===== config.mk =====
export PLATFORM = sky130hd
export DESIGN_NAME = deserializer_lock_output_ctrl
export DESIGN_NICKNAME = d
export VERILOG_FILES = /design/src/core/deser_pkg.sv /design/src/core/deserializer_lock_output_ctrl.sv /design/src/core/pin_sync.sv /design/src/core/word_fifo.sv
export VERILOG_INCLUDE_DIRS = /design/src /design/src/core
export SDC_FILE = /design/constraint.sdc
export NUM_CORES = 1
export LEC_CHECK = 0
export CAP_MARGIN = 20
export CORE_MARGIN = 2
export CORE_UTILIZATION = 25
export CTS_BUF_LIST = sky130_fd_sc_hd__clkbuf_2
export DETAILED_ROUTE_END_ITERATION = 7
export DONT_BUFFER_PORTS = 1
export SLEW_MARGIN = 0
export SYNTH_ARGS = -nofsm -noshare
export SYNTH_HDL_FRONTEND = slang
export SYNTH_HIERARCHICAL = 1
export SYNTH_SLANG_ARGS = --single-unit

===== constraint.sdc =====
create_clock -name clock_i -period 3.4 [get_ports clock_i]
set_clock_uncertainty 0.2 [all_clocks]
set_input_delay 1.02 -clock clock_i [delete_from_list [all_inputs] [get_ports clock_i]]
set_output_delay 1.02 -clock clock_i [all_outputs]
set_load 0.02 [all_outputs]

===== src/core/deser_map.svh =====
`ifndef DESER_MAP_SVH
`define DESER_MAP_SVH

// Word framing: start bit, ten data bits, stop bit
`define DESER_WORD_BITS 12
`define DESER_DATA_BITS 10
`define DESER_POS_LAST 4'd11
`define DESER_POS_FIRST 4'd0
`define DESER_POS_WRAP 4'd12

// Recovered clock is high for the first half of the word
`define DESER_CLK_HIGH_BITS 4'd6

// Reference-loop settle count, in reference clock cycles
`define DESER_REF_LOCK_CYCLES 12'd2048

// Search give-up count, in reference clock cycles
`define DESER_SYNC_LOCK_CYCLES 6'd42

// Least number of recovered clock cycles the indicator stays high
`define DESER_LOCK_HOLD_CYCLES 2'd2

// Candidate mask with every bit position still possible
`define DESER_CAND_ALL 12'hfff

// Output staging buffer
`define DESER_FIFO_DEPTH 8

// Positions in the synchronised pin vector
`define DESER_PIN_COUNT 6
`define DESER_PIN_SER_POS 0
`define DESER_PIN_SER_NEG 1
`define DESER_PIN_LINK 2
`define DESER_PIN_REF 3
`define DESER_PIN_PWR 4
`define DESER_PIN_OE 5
`define DESER_PIN_SEL 6

`endif


===== src/core/deser_pkg.sv =====
package deser_pkg;
`include "deser_map.svh"

   // Acquisition states
   typedef enum logic [2:0] {
      st_off,
      st_ref_lock,
      st_search,
      st_locked,
      st_hold
   } deser_state_e;

   typedef logic [`DESER_DATA_BITS-1:0] data_word_t;
   typedef logic [`DESER_WORD_BITS-1:0] frame_t;

   // Whole state of the control block
   typedef struct packed {
      deser_state_e st;
      logic [11:0] ref_cnt;
      logic [5:0] search_cnt;
      frame_t cand;
      logic seen;
      logic [3:0] pos;
      frame_t sh;
      logic link_q;
      logic ref_q;
      logic rclk;
      logic lock_n;
      logic strobe_seen;
      logic [1:0] hold_cnt;
      data_word_t dout;
      logic oe_data;
      logic oe_rclk;
      logic oe_lock;
   } deser_s;
endpackage


===== src/core/deserializer_lock_output_ctrl.sv =====
// How it works
// - Strobe edge select picks rising or falling capture
// - Power-down stops loop, floats data, lock, clock
// - Output enable low floats data and clock
// - Lock indicator stays driven with outputs disabled
// - Lock low only after frame bits found
// - Data valid from second strobe edge after lock
// - Search restarts after 42 reference periods without lock
// - Locked recovered clock follows serializer word rate
// - Start high, ten data, stop low per word
// - Reference loop settles 2048 cycles, lock high
// - Missed edge raises lock two clocks minimum
`timescale 1ns/100ps
`include "deser_map.svh"
module deserializer_lock_output_ctrl (
   // Clock and reset
   input wire logic clock_i,
   input wire logic rst_i,
   // Serial link pins
   input wire logic serial_in_pos_i,
   input wire logic serial_in_neg_i,
   input wire logic link_clock_i,
   // Control pins
   input wire logic reference_clock_in_i,
   input wire logic power_down_n_i,
   input wire logic output_enable_i,
   input wire logic strobe_edge_select_i,
   // Parallel data pins
   output deser_pkg::data_word_t parallel_data_bits_o,
   output logic parallel_data_oe_o,
   // Recovered clock pin
   output logic recovered_clock_o,
   output logic recovered_clock_oe_o,
   // Lock indicator pin, active low
   output logic lock_n_o,
   output logic lock_oe_o
);
   import deser_pkg::*;

   deser_s r;
   deser_s next_r;
   logic [`DESER_PIN_COUNT:0] pins;
   logic [`DESER_PIN_COUNT:0] lvl;
   logic ser_bit;
   logic link_rise;
   logic ref_rise;
   logic pwr_on;
   logic rising;
   frame_t cand_w;
   logic [3:0] cand_idx;
   logic cand_one;
   logic next_rclk;
   logic rclk_rise;
   logic rclk_fall;
   logic strobe;
   logic launch;
   logic lost;
   logic push;
   data_word_t push_data;
   logic fifo_in_ready;
   logic fifo_out_valid;
   logic fifo_out_ready;
   data_word_t fifo_out_data;
   logic pop;

   // Every pin from outside passes the three-stage filter
   assign pins = {strobe_edge_select_i, output_enable_i, power_down_n_i,
                  reference_clock_in_i, link_clock_i, serial_in_neg_i,
                  serial_in_pos_i};

   pin_sync #(
      .WIDTH(`DESER_PIN_COUNT + 1)
   ) u_sync (
      .clock_i(clock_i),
      .rst_i(rst_i),
      .pin_i(pins),
      .level_o(lvl)
   );

   // Differential pair read as one bit; equal legs read as low
   assign ser_bit = lvl[`DESER_PIN_SER_POS] & ~lvl[`DESER_PIN_SER_NEG];
   assign pwr_on = lvl[`DESER_PIN_PWR];
   assign link_rise = lvl[`DESER_PIN_LINK] & ~r.link_q;
   assign ref_rise = lvl[`DESER_PIN_REF] & ~r.ref_q;

   // Embedded edge test: stop bit low, then start bit high
   assign rising = ~r.sh[0] & ser_bit;

   // Drop positions that showed no rising edge this bit
   always_comb begin
      cand_w = r.cand;
      if (!rising) begin
         cand_w[r.pos] = 1'b0;
      end
   end

   // Single surviving candidate and its position
   assign cand_one = (cand_w != '0) &&
                     ((cand_w & (cand_w - frame_t'(1))) == '0);

   always_comb begin
      cand_idx = '0;
      for (int i = 0; i < `DESER_WORD_BITS; i++) begin
         if (cand_w[i]) begin
            cand_idx = 4'(i);
         end
      end
   end

   // Data bit 0 is the first received after the start bit
   always_comb begin
      push_data = '0;
      for (int i = 0; i < `DESER_DATA_BITS; i++) begin
         push_data[i] = r.sh[`DESER_DATA_BITS-1-i];
      end
   end

   // Recovered clock source and its edges
   always_comb begin
      if (r.lock_n) begin
         next_rclk = lvl[`DESER_PIN_REF];
      end else begin
         next_rclk = (r.pos < `DESER_CLK_HIGH_BITS);
      end
   end

   assign rclk_rise = next_rclk & ~r.rclk;
   assign rclk_fall = ~next_rclk & r.rclk;
   // Launch on the opposite edge so data is stable at the strobe
   assign strobe = lvl[`DESER_PIN_SEL] ? rclk_rise : rclk_fall;
   assign launch = lvl[`DESER_PIN_SEL] ? rclk_fall : rclk_rise;

   // Words leave the buffer one per launch edge once valid
   assign pop = launch & ~r.lock_n & r.strobe_seen & fifo_out_valid;
   // Flushed outside lock; kept while the indicator waits for a word
   assign fifo_out_ready = (r.st != st_locked) | pop;

   // Word pushed at the stop bit of each locked frame
   assign push = (r.st == st_locked) && link_rise &&
                 (r.pos == `DESER_POS_LAST);

   // Missing embedded edge or a full buffer both drop lock
   assign lost = (r.st == st_locked) && link_rise &&
                 (((r.pos == `DESER_POS_FIRST) && !rising) ||
                  (push && !fifo_in_ready));

   word_fifo #(
      .WIDTH(`DESER_DATA_BITS),
      .DEPTH(`DESER_FIFO_DEPTH)
   ) u_fifo (
      .clock_i(clock_i),
      .rst_i(rst_i),
      .in_valid_i(push),
      .in_ready_o(fifo_in_ready),
      .in_data_i(push_data),
      .out_valid_o(fifo_out_valid),
      .out_ready_i(fifo_out_ready),
      .out_data_o(fifo_out_data)
   );

   // Acquisition, lock and output control
   always_comb begin
      next_r = r;
      next_r.link_q = lvl[`DESER_PIN_LINK];
      next_r.ref_q = lvl[`DESER_PIN_REF];
      next_r.rclk = next_rclk;

      // Shift in one bit per rising link clock edge
      if (link_rise) begin
         next_r.sh = {r.sh[`DESER_WORD_BITS-2:0], ser_bit};
         if (r.pos == `DESER_POS_LAST) begin
            next_r.pos = `DESER_POS_FIRST;
         end else begin
            next_r.pos = r.pos + 4'd1;
         end
      end

      unique case (r.st)
         st_off: begin
            next_r.st = st_ref_lock;
            next_r.ref_cnt = '0;
         end
         st_ref_lock: begin
            // Loop settles on the reference first, indicator high
            if (ref_rise) begin
               if (r.ref_cnt == `DESER_REF_LOCK_CYCLES - 12'd1) begin
                  next_r.st = st_search;
                  next_r.cand = `DESER_CAND_ALL;
                  next_r.seen = 1'b0;
                  next_r.search_cnt = '0;
               end else begin
                  next_r.ref_cnt = r.ref_cnt + 12'd1;
               end
            end
         end
         st_search: begin
            if (ref_rise) begin
               next_r.search_cnt = r.search_cnt + 6'd1;
            end
            if (link_rise) begin
               next_r.cand = cand_w;
               if (r.pos == `DESER_POS_LAST) begin
                  if (cand_one && r.seen) begin
                     // Same edge seen two words in a row
                     next_r.st = st_locked;
                     if (cand_idx == `DESER_POS_FIRST) begin
                        next_r.pos = `DESER_POS_FIRST;
                     end else begin
                        next_r.pos = `DESER_POS_WRAP - cand_idx;
                     end
                  end else if (cand_one) begin
                     next_r.seen = 1'b1;
                  end else if (cand_w == '0) begin
                     // Every position ruled out: start over
                     next_r.cand = `DESER_CAND_ALL;
                     next_r.seen = 1'b0;
                  end else begin
                     next_r.seen = 1'b0;
                  end
               end
            end
            // Give up on a stuck search and begin afresh
            if (r.search_cnt == `DESER_SYNC_LOCK_CYCLES) begin
               next_r.cand = `DESER_CAND_ALL;
               next_r.seen = 1'b0;
               next_r.search_cnt = '0;
            end
         end
         st_locked: begin
            if (lost) begin
               next_r.st = st_hold;
               next_r.hold_cnt = '0;
            end
         end
         st_hold: begin
            // Count recovered clocks only once the indicator is high
            if (r.lock_n && rclk_rise) begin
               if (r.hold_cnt == `DESER_LOCK_HOLD_CYCLES - 2'd1) begin
                  next_r.st = st_search;
                  next_r.cand = `DESER_CAND_ALL;
                  next_r.seen = 1'b0;
                  next_r.search_cnt = '0;
               end else begin
                  next_r.hold_cnt = r.hold_cnt + 2'd1;
               end
            end
         end
         default: begin
            next_r.st = st_off;
         end
      endcase

      // Indicator and data move together on launch edges
      // Falls only with a word buffered, so the second strobe is valid
      if (launch) begin
         next_r.lock_n = (r.st != st_locked) ||
                         (r.lock_n && !fifo_out_valid);
         if (r.st != st_locked) begin
            next_r.strobe_seen = 1'b0;
         end
      end
      if (strobe && !r.lock_n) begin
         next_r.strobe_seen = 1'b1;
      end
      if (pop) begin
         next_r.dout = fifo_out_data;
      end

      // Output drivers; indicator ignores output enable
      next_r.oe_lock = pwr_on;
      next_r.oe_rclk = pwr_on && lvl[`DESER_PIN_OE] &&
                       (r.st != st_off) && (r.st != st_ref_lock);
      next_r.oe_data = next_r.oe_rclk;

      // Power-down halts everything; its release restarts init
      if (!pwr_on) begin
         next_r.st = st_off;
         next_r.lock_n = 1'b1;
         next_r.strobe_seen = 1'b0;
         next_r.rclk = 1'b0;
         next_r.pos = `DESER_POS_FIRST;
      end
   end

   // Single state register
   always_ff @(posedge clock_i or posedge rst_i) begin
      if (rst_i) begin
         r <= '{st: st_off, lock_n: 1'b1, default: '0};
      end else begin
         r <= next_r;
      end
   end

   // All pin values straight from flip-flops
   assign parallel_data_bits_o = r.dout;
   assign parallel_data_oe_o = r.oe_data;
   assign recovered_clock_o = r.rclk;
   assign recovered_clock_oe_o = r.oe_rclk;
   assign lock_n_o = r.lock_n;
   assign lock_oe_o = r.oe_lock;
endmodule


===== src/core/pin_sync.sv =====
`timescale 1ns/100ps
module pin_sync #(
   parameter int WIDTH = 1
) (
   // Clock and reset
   input wire logic clock_i,
   input wire logic rst_i,
   // Raw pins and filtered levels
   input wire logic [WIDTH-1:0] pin_i,
   output logic [WIDTH-1:0] level_o
);
   typedef struct packed {
      logic [WIDTH-1:0] s1;
      logic [WIDTH-1:0] s2;
      logic [WIDTH-1:0] s3;
      logic [WIDTH-1:0] lvl;
   } sync_s;

   sync_s r;
   sync_s next_r;

   // Level moves only when the two later stages agree
   always_comb begin
      next_r = r;
      next_r.s1 = pin_i;
      next_r.s2 = r.s1;
      next_r.s3 = r.s2;
      for (int i = 0; i < WIDTH; i++) begin
         if (r.s2[i] == r.s3[i]) begin
            next_r.lvl[i] = r.s3[i];
         end
      end
   end

   always_ff @(posedge clock_i or posedge rst_i) begin
      if (rst_i) begin
         r <= '0;
      end else begin
         r <= next_r;
      end
   end

   assign level_o = r.lvl;
endmodule


===== src/core/word_fifo.sv =====
`timescale 1ns/100ps
module word_fifo #(
   parameter int WIDTH = 10,
   parameter int DEPTH = 8
) (
   // Clock and reset
   input wire logic clock_i,
   input wire logic rst_i,
   // Fill side
   input wire logic in_valid_i,
   output logic in_ready_o,
   input wire logic [WIDTH-1:0] in_data_i,
   // Drain side
   output logic out_valid_o,
   input wire logic out_ready_i,
   output logic [WIDTH-1:0] out_data_o
);
   localparam int AW = $clog2(DEPTH);

   typedef struct packed {
      logic [DEPTH-1:0][WIDTH-1:0] mem;
      logic [AW:0] wr;
      logic [AW:0] rd;
   } fifo_s;

   fifo_s r;
   fifo_s next_r;
   logic full;
   logic empty;

   // Extra pointer bit tells full from empty
   assign empty = (r.wr == r.rd);
   assign full = (r.wr[AW] != r.rd[AW]) && (r.wr[AW-1:0] == r.rd[AW-1:0]);
   assign in_ready_o = ~full;
   assign out_valid_o = ~empty;
   assign out_data_o = r.mem[r.rd[AW-1:0]];

   always_comb begin
      next_r = r;
      if (in_valid_i && !full) begin
         next_r.mem[r.wr[AW-1:0]] = in_data_i;
         next_r.wr = r.wr + {{AW{1'b0}}, 1'b1};
      end
      if (out_ready_i && !empty) begin
         next_r.rd = r.rd + {{AW{1'b0}}, 1'b1};
      end
   end

   always_ff @(posedge clock_i or posedge rst_i) begin
      if (rst_i) begin
         r <= '0;
      end else begin
         r <= next_r;
      end
   end
endmodule


; ---- After elaboration in Yosys (flattened, before gate mapping)
; Cells that the tools add are included.
[totals]
reg_bits = 185
inputBits = 9
out_inout_bits = 15
wordCells = 214
[classes]
n_addsub = 8
magnitude_cmp = 6
eq_ne = 42
mux = 60
bitwise_logic = 21
reduce_logical = 41
[ops]
columns = operator, count
row1 = bitwise mux 80 bit, 1
row2 = two-way mux 19 bit, 4
row3 = two-way mux 4 bit, 15
row4 = one-hot mux 19 bit (3 select lines), 1
row5 = two-way mux 12 bit, 4
row6 = "inequality test 3 bit, second input constant", 14
row7 = two-way mux 17 bit, 2
row8 = two-way mux 34 bit, 1
row9 = binary-select mux 10 bit (select 3 bit), 1
row10 = demux 10 bit (select 3 bit), 1
row11 = two-way mux 3 bit, 9
row12 = bitwise AND 12 bit, 2
row13 = logical NOT 12 bit, 2
row14 = one-hot mux 12 bit (2 select lines), 1
row15 = two-way mux 10 bit, 2
row16 = logical AND 1 bit, 18
row17 = two-way mux 16 bit, 1
row18 = "inequality test 2 bit, second input constant", 8
row19 = AND reduction 8 bit, 2
row20 = one-hot mux 3 bit (5 select lines), 1
row21 = two-way mux 13 bit, 1
row22 = "adder 12 x 1 -> 12 bit, second input constant", 1
row23 = "adder 4 x 1 -> 4 bit, second input constant", 3
row24 = "== test 12 x 11 -> 1 bit, second input constant", 1
row25 = other kinds (41), 82

; ---- Depth between registers and ports, before layout
[depth]
ltp_word = 25
mapped_depth = 14

; ---- Modules after synthesis
; Netlist, hierarchy kept.
[modules_own_cells]
columns = mod, n_inst, cells_per_inst, area_each_um2, seq_area_each_um2
row1 = word_fifo, 1, 253, 4234.1, 2202.1
row2 = deserializer_lock_output_ctrl, 1, 421, 3951.3, 1677.9
row3 = pin_sync, 1, 43, 835.8, 700.7

; ---- Worst setup path before layout
; Ideal clock, no wire load.
[synth_path]
path_kind = reg2reg
from = reg r, in the netlist push_data[9]
to = reg, netlist name r[32]
setup_time_ns = 0.095
arrival_ns = 2.501
t_required_ns = 3.105
path_slack_ns = 0.603
path_stages_with_launch = 13
path_buffers = 1
synth_period_minus_slack_ns = 2.797
path_cell_list = dfrtp_1 -> or3b_1 -> buf_6 -> a31oi_2 -> nand2_1 -> nand3_1 -> a31oi_1 -> o21a_1 -> ha_1 -> inv_1 -> nor2_1 -> a221o_1 -> o31ai_1
[synth_rtl]
columns = element, line_no
row1 = "start, declared", deserializer_lock_output_ctrl.sv:40  ; deser_s r;
row2 = "start signal, assigned", deserializer_lock_output_ctrl.sv:290  ; r <= next_r;

==> metrics <==
Max-Cap Viols 0; Core Region 35570 um2; Slew Limit Headroom 51.93%; largest net degree at the start of global routing 69; nets 740; FF-to-FF Start push_data[9]; vias in the first global route 5594; Worst-path clk slew 280 ps; GRT overflow 0; routed wire length 18810 um; reg2reg setup slack 260 ps; element type at the critical path end flop; asr flop ratio synth 100.0%; Post-synth EDFFs 0; leakage 4.389 nW; Syn Area/Cell 12.58 um2; synthesized area 9021 um2; critical path class flop to flop; internal power 2.925 mW; Pwr Density 446.7 nW/um2; H-Tree Depth 4; worst-case clock buffer depth 2; Ports 24; RSZ-0062 raised after global routing no; sequential area share after synthesis 50.78%; Logic pwr share 15.8%; All-Layer GR Usage 10.39%; row count 69; WHS Path Cells 0; # DRC 0; TritonRoute pass-1 iters 5; Slew Limit Fails 0; clk_lat worst skew 780 ps; port buffer count 0; Final Hold Viols 0; DRT iter0 DRCs 309; status finished, final reports clean; clock period minus worst slack 3136 ps; maximum net fanout on the critical path 13; TNS Setup 0 ps; DR vias 5489; Setup-failing EPs final 0; CTS tree done; GPL Wtd Cong 0.8981; largest family of logic cells by synthesized area multiplexers; Hold Path Origin u_sync/next_r[20]; DRT antenna net count 0; die span in y 194.0 um; Worst Hold Class flop to flop; post-detail-place hpwl 12620 um; clock power share 26.7%; sw frac 32.95%; Final Cycle Share 92.22%; initial antenna violation count 1; first-pass GRT wire length 31150 um; synthesis warning total 6; #FFs+latches synth 183; compound-gate portion of the synthesized area 7.822%; root buf cell clkbuf_2; die area 37620 um2; Starting Density 25.36%; Die Wd 194.0 um; Area Growth Syn to Fin 8.266%; Post-Synth XOR/XNOR Area 2.233%; CTS sink count 183; worst path arrival time 3660 ps; layout cells sized above 1 30.29%; final hold slack 173.4 ps; Slew @ Worst Pin 720.3 ps; VDD IR max 249.4 uV; mux cell area share after synthesis 19.79%; Yosys cell types 79; Post-Synth Adder-Cell Area 2.399%; vias per cell 4.593; Synth Net Count 737; NetSw 1.437 mW; path depth of the worst reg2reg path 9; Startpoint Class flop; Reg-to-Reg End r[32]; share of power burned in registers 57.5%; Max Freq 0.3189 GHz; Simple-Gate Fraction of Synth Area 11.54%; CTS buffer count 17; ys flop type dfrtp_1; routed length per instance 15.74 um; Syn Inst Count 717; Hold Path End u_sync/next_r[13]; Worst Path Required 3920 ps
-- how the worst max path moves through the flow --
stage,from,endpoint,slack (ps),depth (start not counted)
floorplan,rst_i,lock_oe_o,500,1
global placement,r[32],r[40],210,9
detailed placement,r[32],r[40],240,9
CTS,r[32],r[40],180,9
global route,push_data[9],r[32],80,10
finish,push_data[9],r[32],260,9
-- routing by layer --
layer,wire [um],global-route usage (%)
met1,8991,13.99
met2,8940,16.69
met3,526,1.948
met4,353,3.788
met5,0,0
-- registers in the layout, summed over array words and instances (netlist names), 7 cells and up --
signal / count
parallel_data_bits_o: 10
u_sync/r: 7
u_fifo/r: 88
r: 43
u_sync/level_o: 7
u_sync/next_r: 14
push_data: 10
-- cell type report --
cell class | instances | area, um2
fill | 3679 | 25800
sequential | 183 | 4581
multi-input combinational | 458 | 3951
tap | 461 | 576.8
timing repair buffer | 34 | 300.3
clock inverter | 14 | 163.9
inverter | 26 | 101.3
clock buffer | 18 | 90.09
antenna | 1 | 2.502
-- per-stage QoR --
step	worst slack [ps]	area [um2]	util (%)	total power [mW]	std cells
3_5_place_dp	242.3	9429	26.51	3.229	1154
6_report	264.5	9767	27.46	4.363	1195
4_1_cts	178.4	9763	27.45	4.437	1194
3_3_place_gp	210.8	9429	26.51	3.228	1154
2_1_floorplan	498.5	9025	-	3.011	717
5_1_grt	82.33	9767	27.46	4.627	1195
-- cell usage after synthesis, types with 5 or more instances --
cell / n / area share, %
nand2b_1: 5 / 0.35
mux2_2: 74 / 9.2
and3_1: 6 / 0.42
clkbuf_1: 7 / 0.29
nor2_1: 38 / 1.6
nand4_1: 14 / 0.97
nor2b_1: 8 / 0.55
buf_6: 8 / 1.0
nand3_1: 15 / 0.83
inv_1: 25 / 1.0
o31ai_1: 5 / 0.42
ha_1: 11 / 1.5
buf_2: 7 / 0.39
o21ai_0: 20 / 1.1
mux4_2: 20 / 5.0
a21oi_1: 17 / 0.94
maj3_2: 7 / 0.87
nand2_1: 62 / 2.6
xor2_1: 14 / 1.4
nor3_1: 8 / 0.44
o31ai_2: 5 / 0.69
xnor2_1: 9 / 0.87
nand3b_1: 8 / 0.67
dfrtp_1: 182 / 50
buf_4: 23 / 1.9
mux2_4: 30 / 5.0
-- kinds of logic after synthesis --
family	Yosys count
AO/OA/AOI/OAI	93
multiplexers	129
flip-flops	183
XOR/XNOR	23
AND/OR/NAND/NOR	195
adder cells (fa/ha/maj)	18
buffers and inverters	76
-- cells in the final DEF (no fill, tap or decap), drive strengths merged, types with 7 or more instances in the layout --
cell         count
nand4           14
nor3             9
and3            10
mux2           105
dlygate4sd3      8
o21ai           24
ha              11
nand2           63
nand3b          10
buf             26
nor2b            8
xnor2            9
dfrtp          182
mux4            20
xor2            14
maj3             7
a21oi           17
inv             32
nand3           16
o31ai           11
clkbuf          18
nor2            40
-- critical path, cell delays in order (launching register included) --
cell	delay (ps)
dfrtp_1	590
nor3b_4	680
buf_4	290
o31ai_1	80
a2bb2oi_1	220
mux2_1	160
a31oi_1	130
nor2_2	220
nand4_1	220
o31ai_1	280
-- power by group through the flow --
stage,logic (mW),registers [mW],clock network [mW]
2_1_floorplan,0.560,2.45,0
5_1_grt,0.776,2.54,1.31
6_report,0.688,2.51,1.17
3_5_place_dp,0.683,2.55,0
3_3_place_gp,0.684,2.54,0
4_1_cts,0.693,2.51,1.23
-- repair_timing --
action / CTS / global route
endpoints found under the hold margin: 55 / 0
hold buffers: 8 / 0
setup endpoints to repair: 0 / 2
resized for setup: 0 / 1
buffers inserted: 0 / 0
Power figures use the tool's default switching activity.
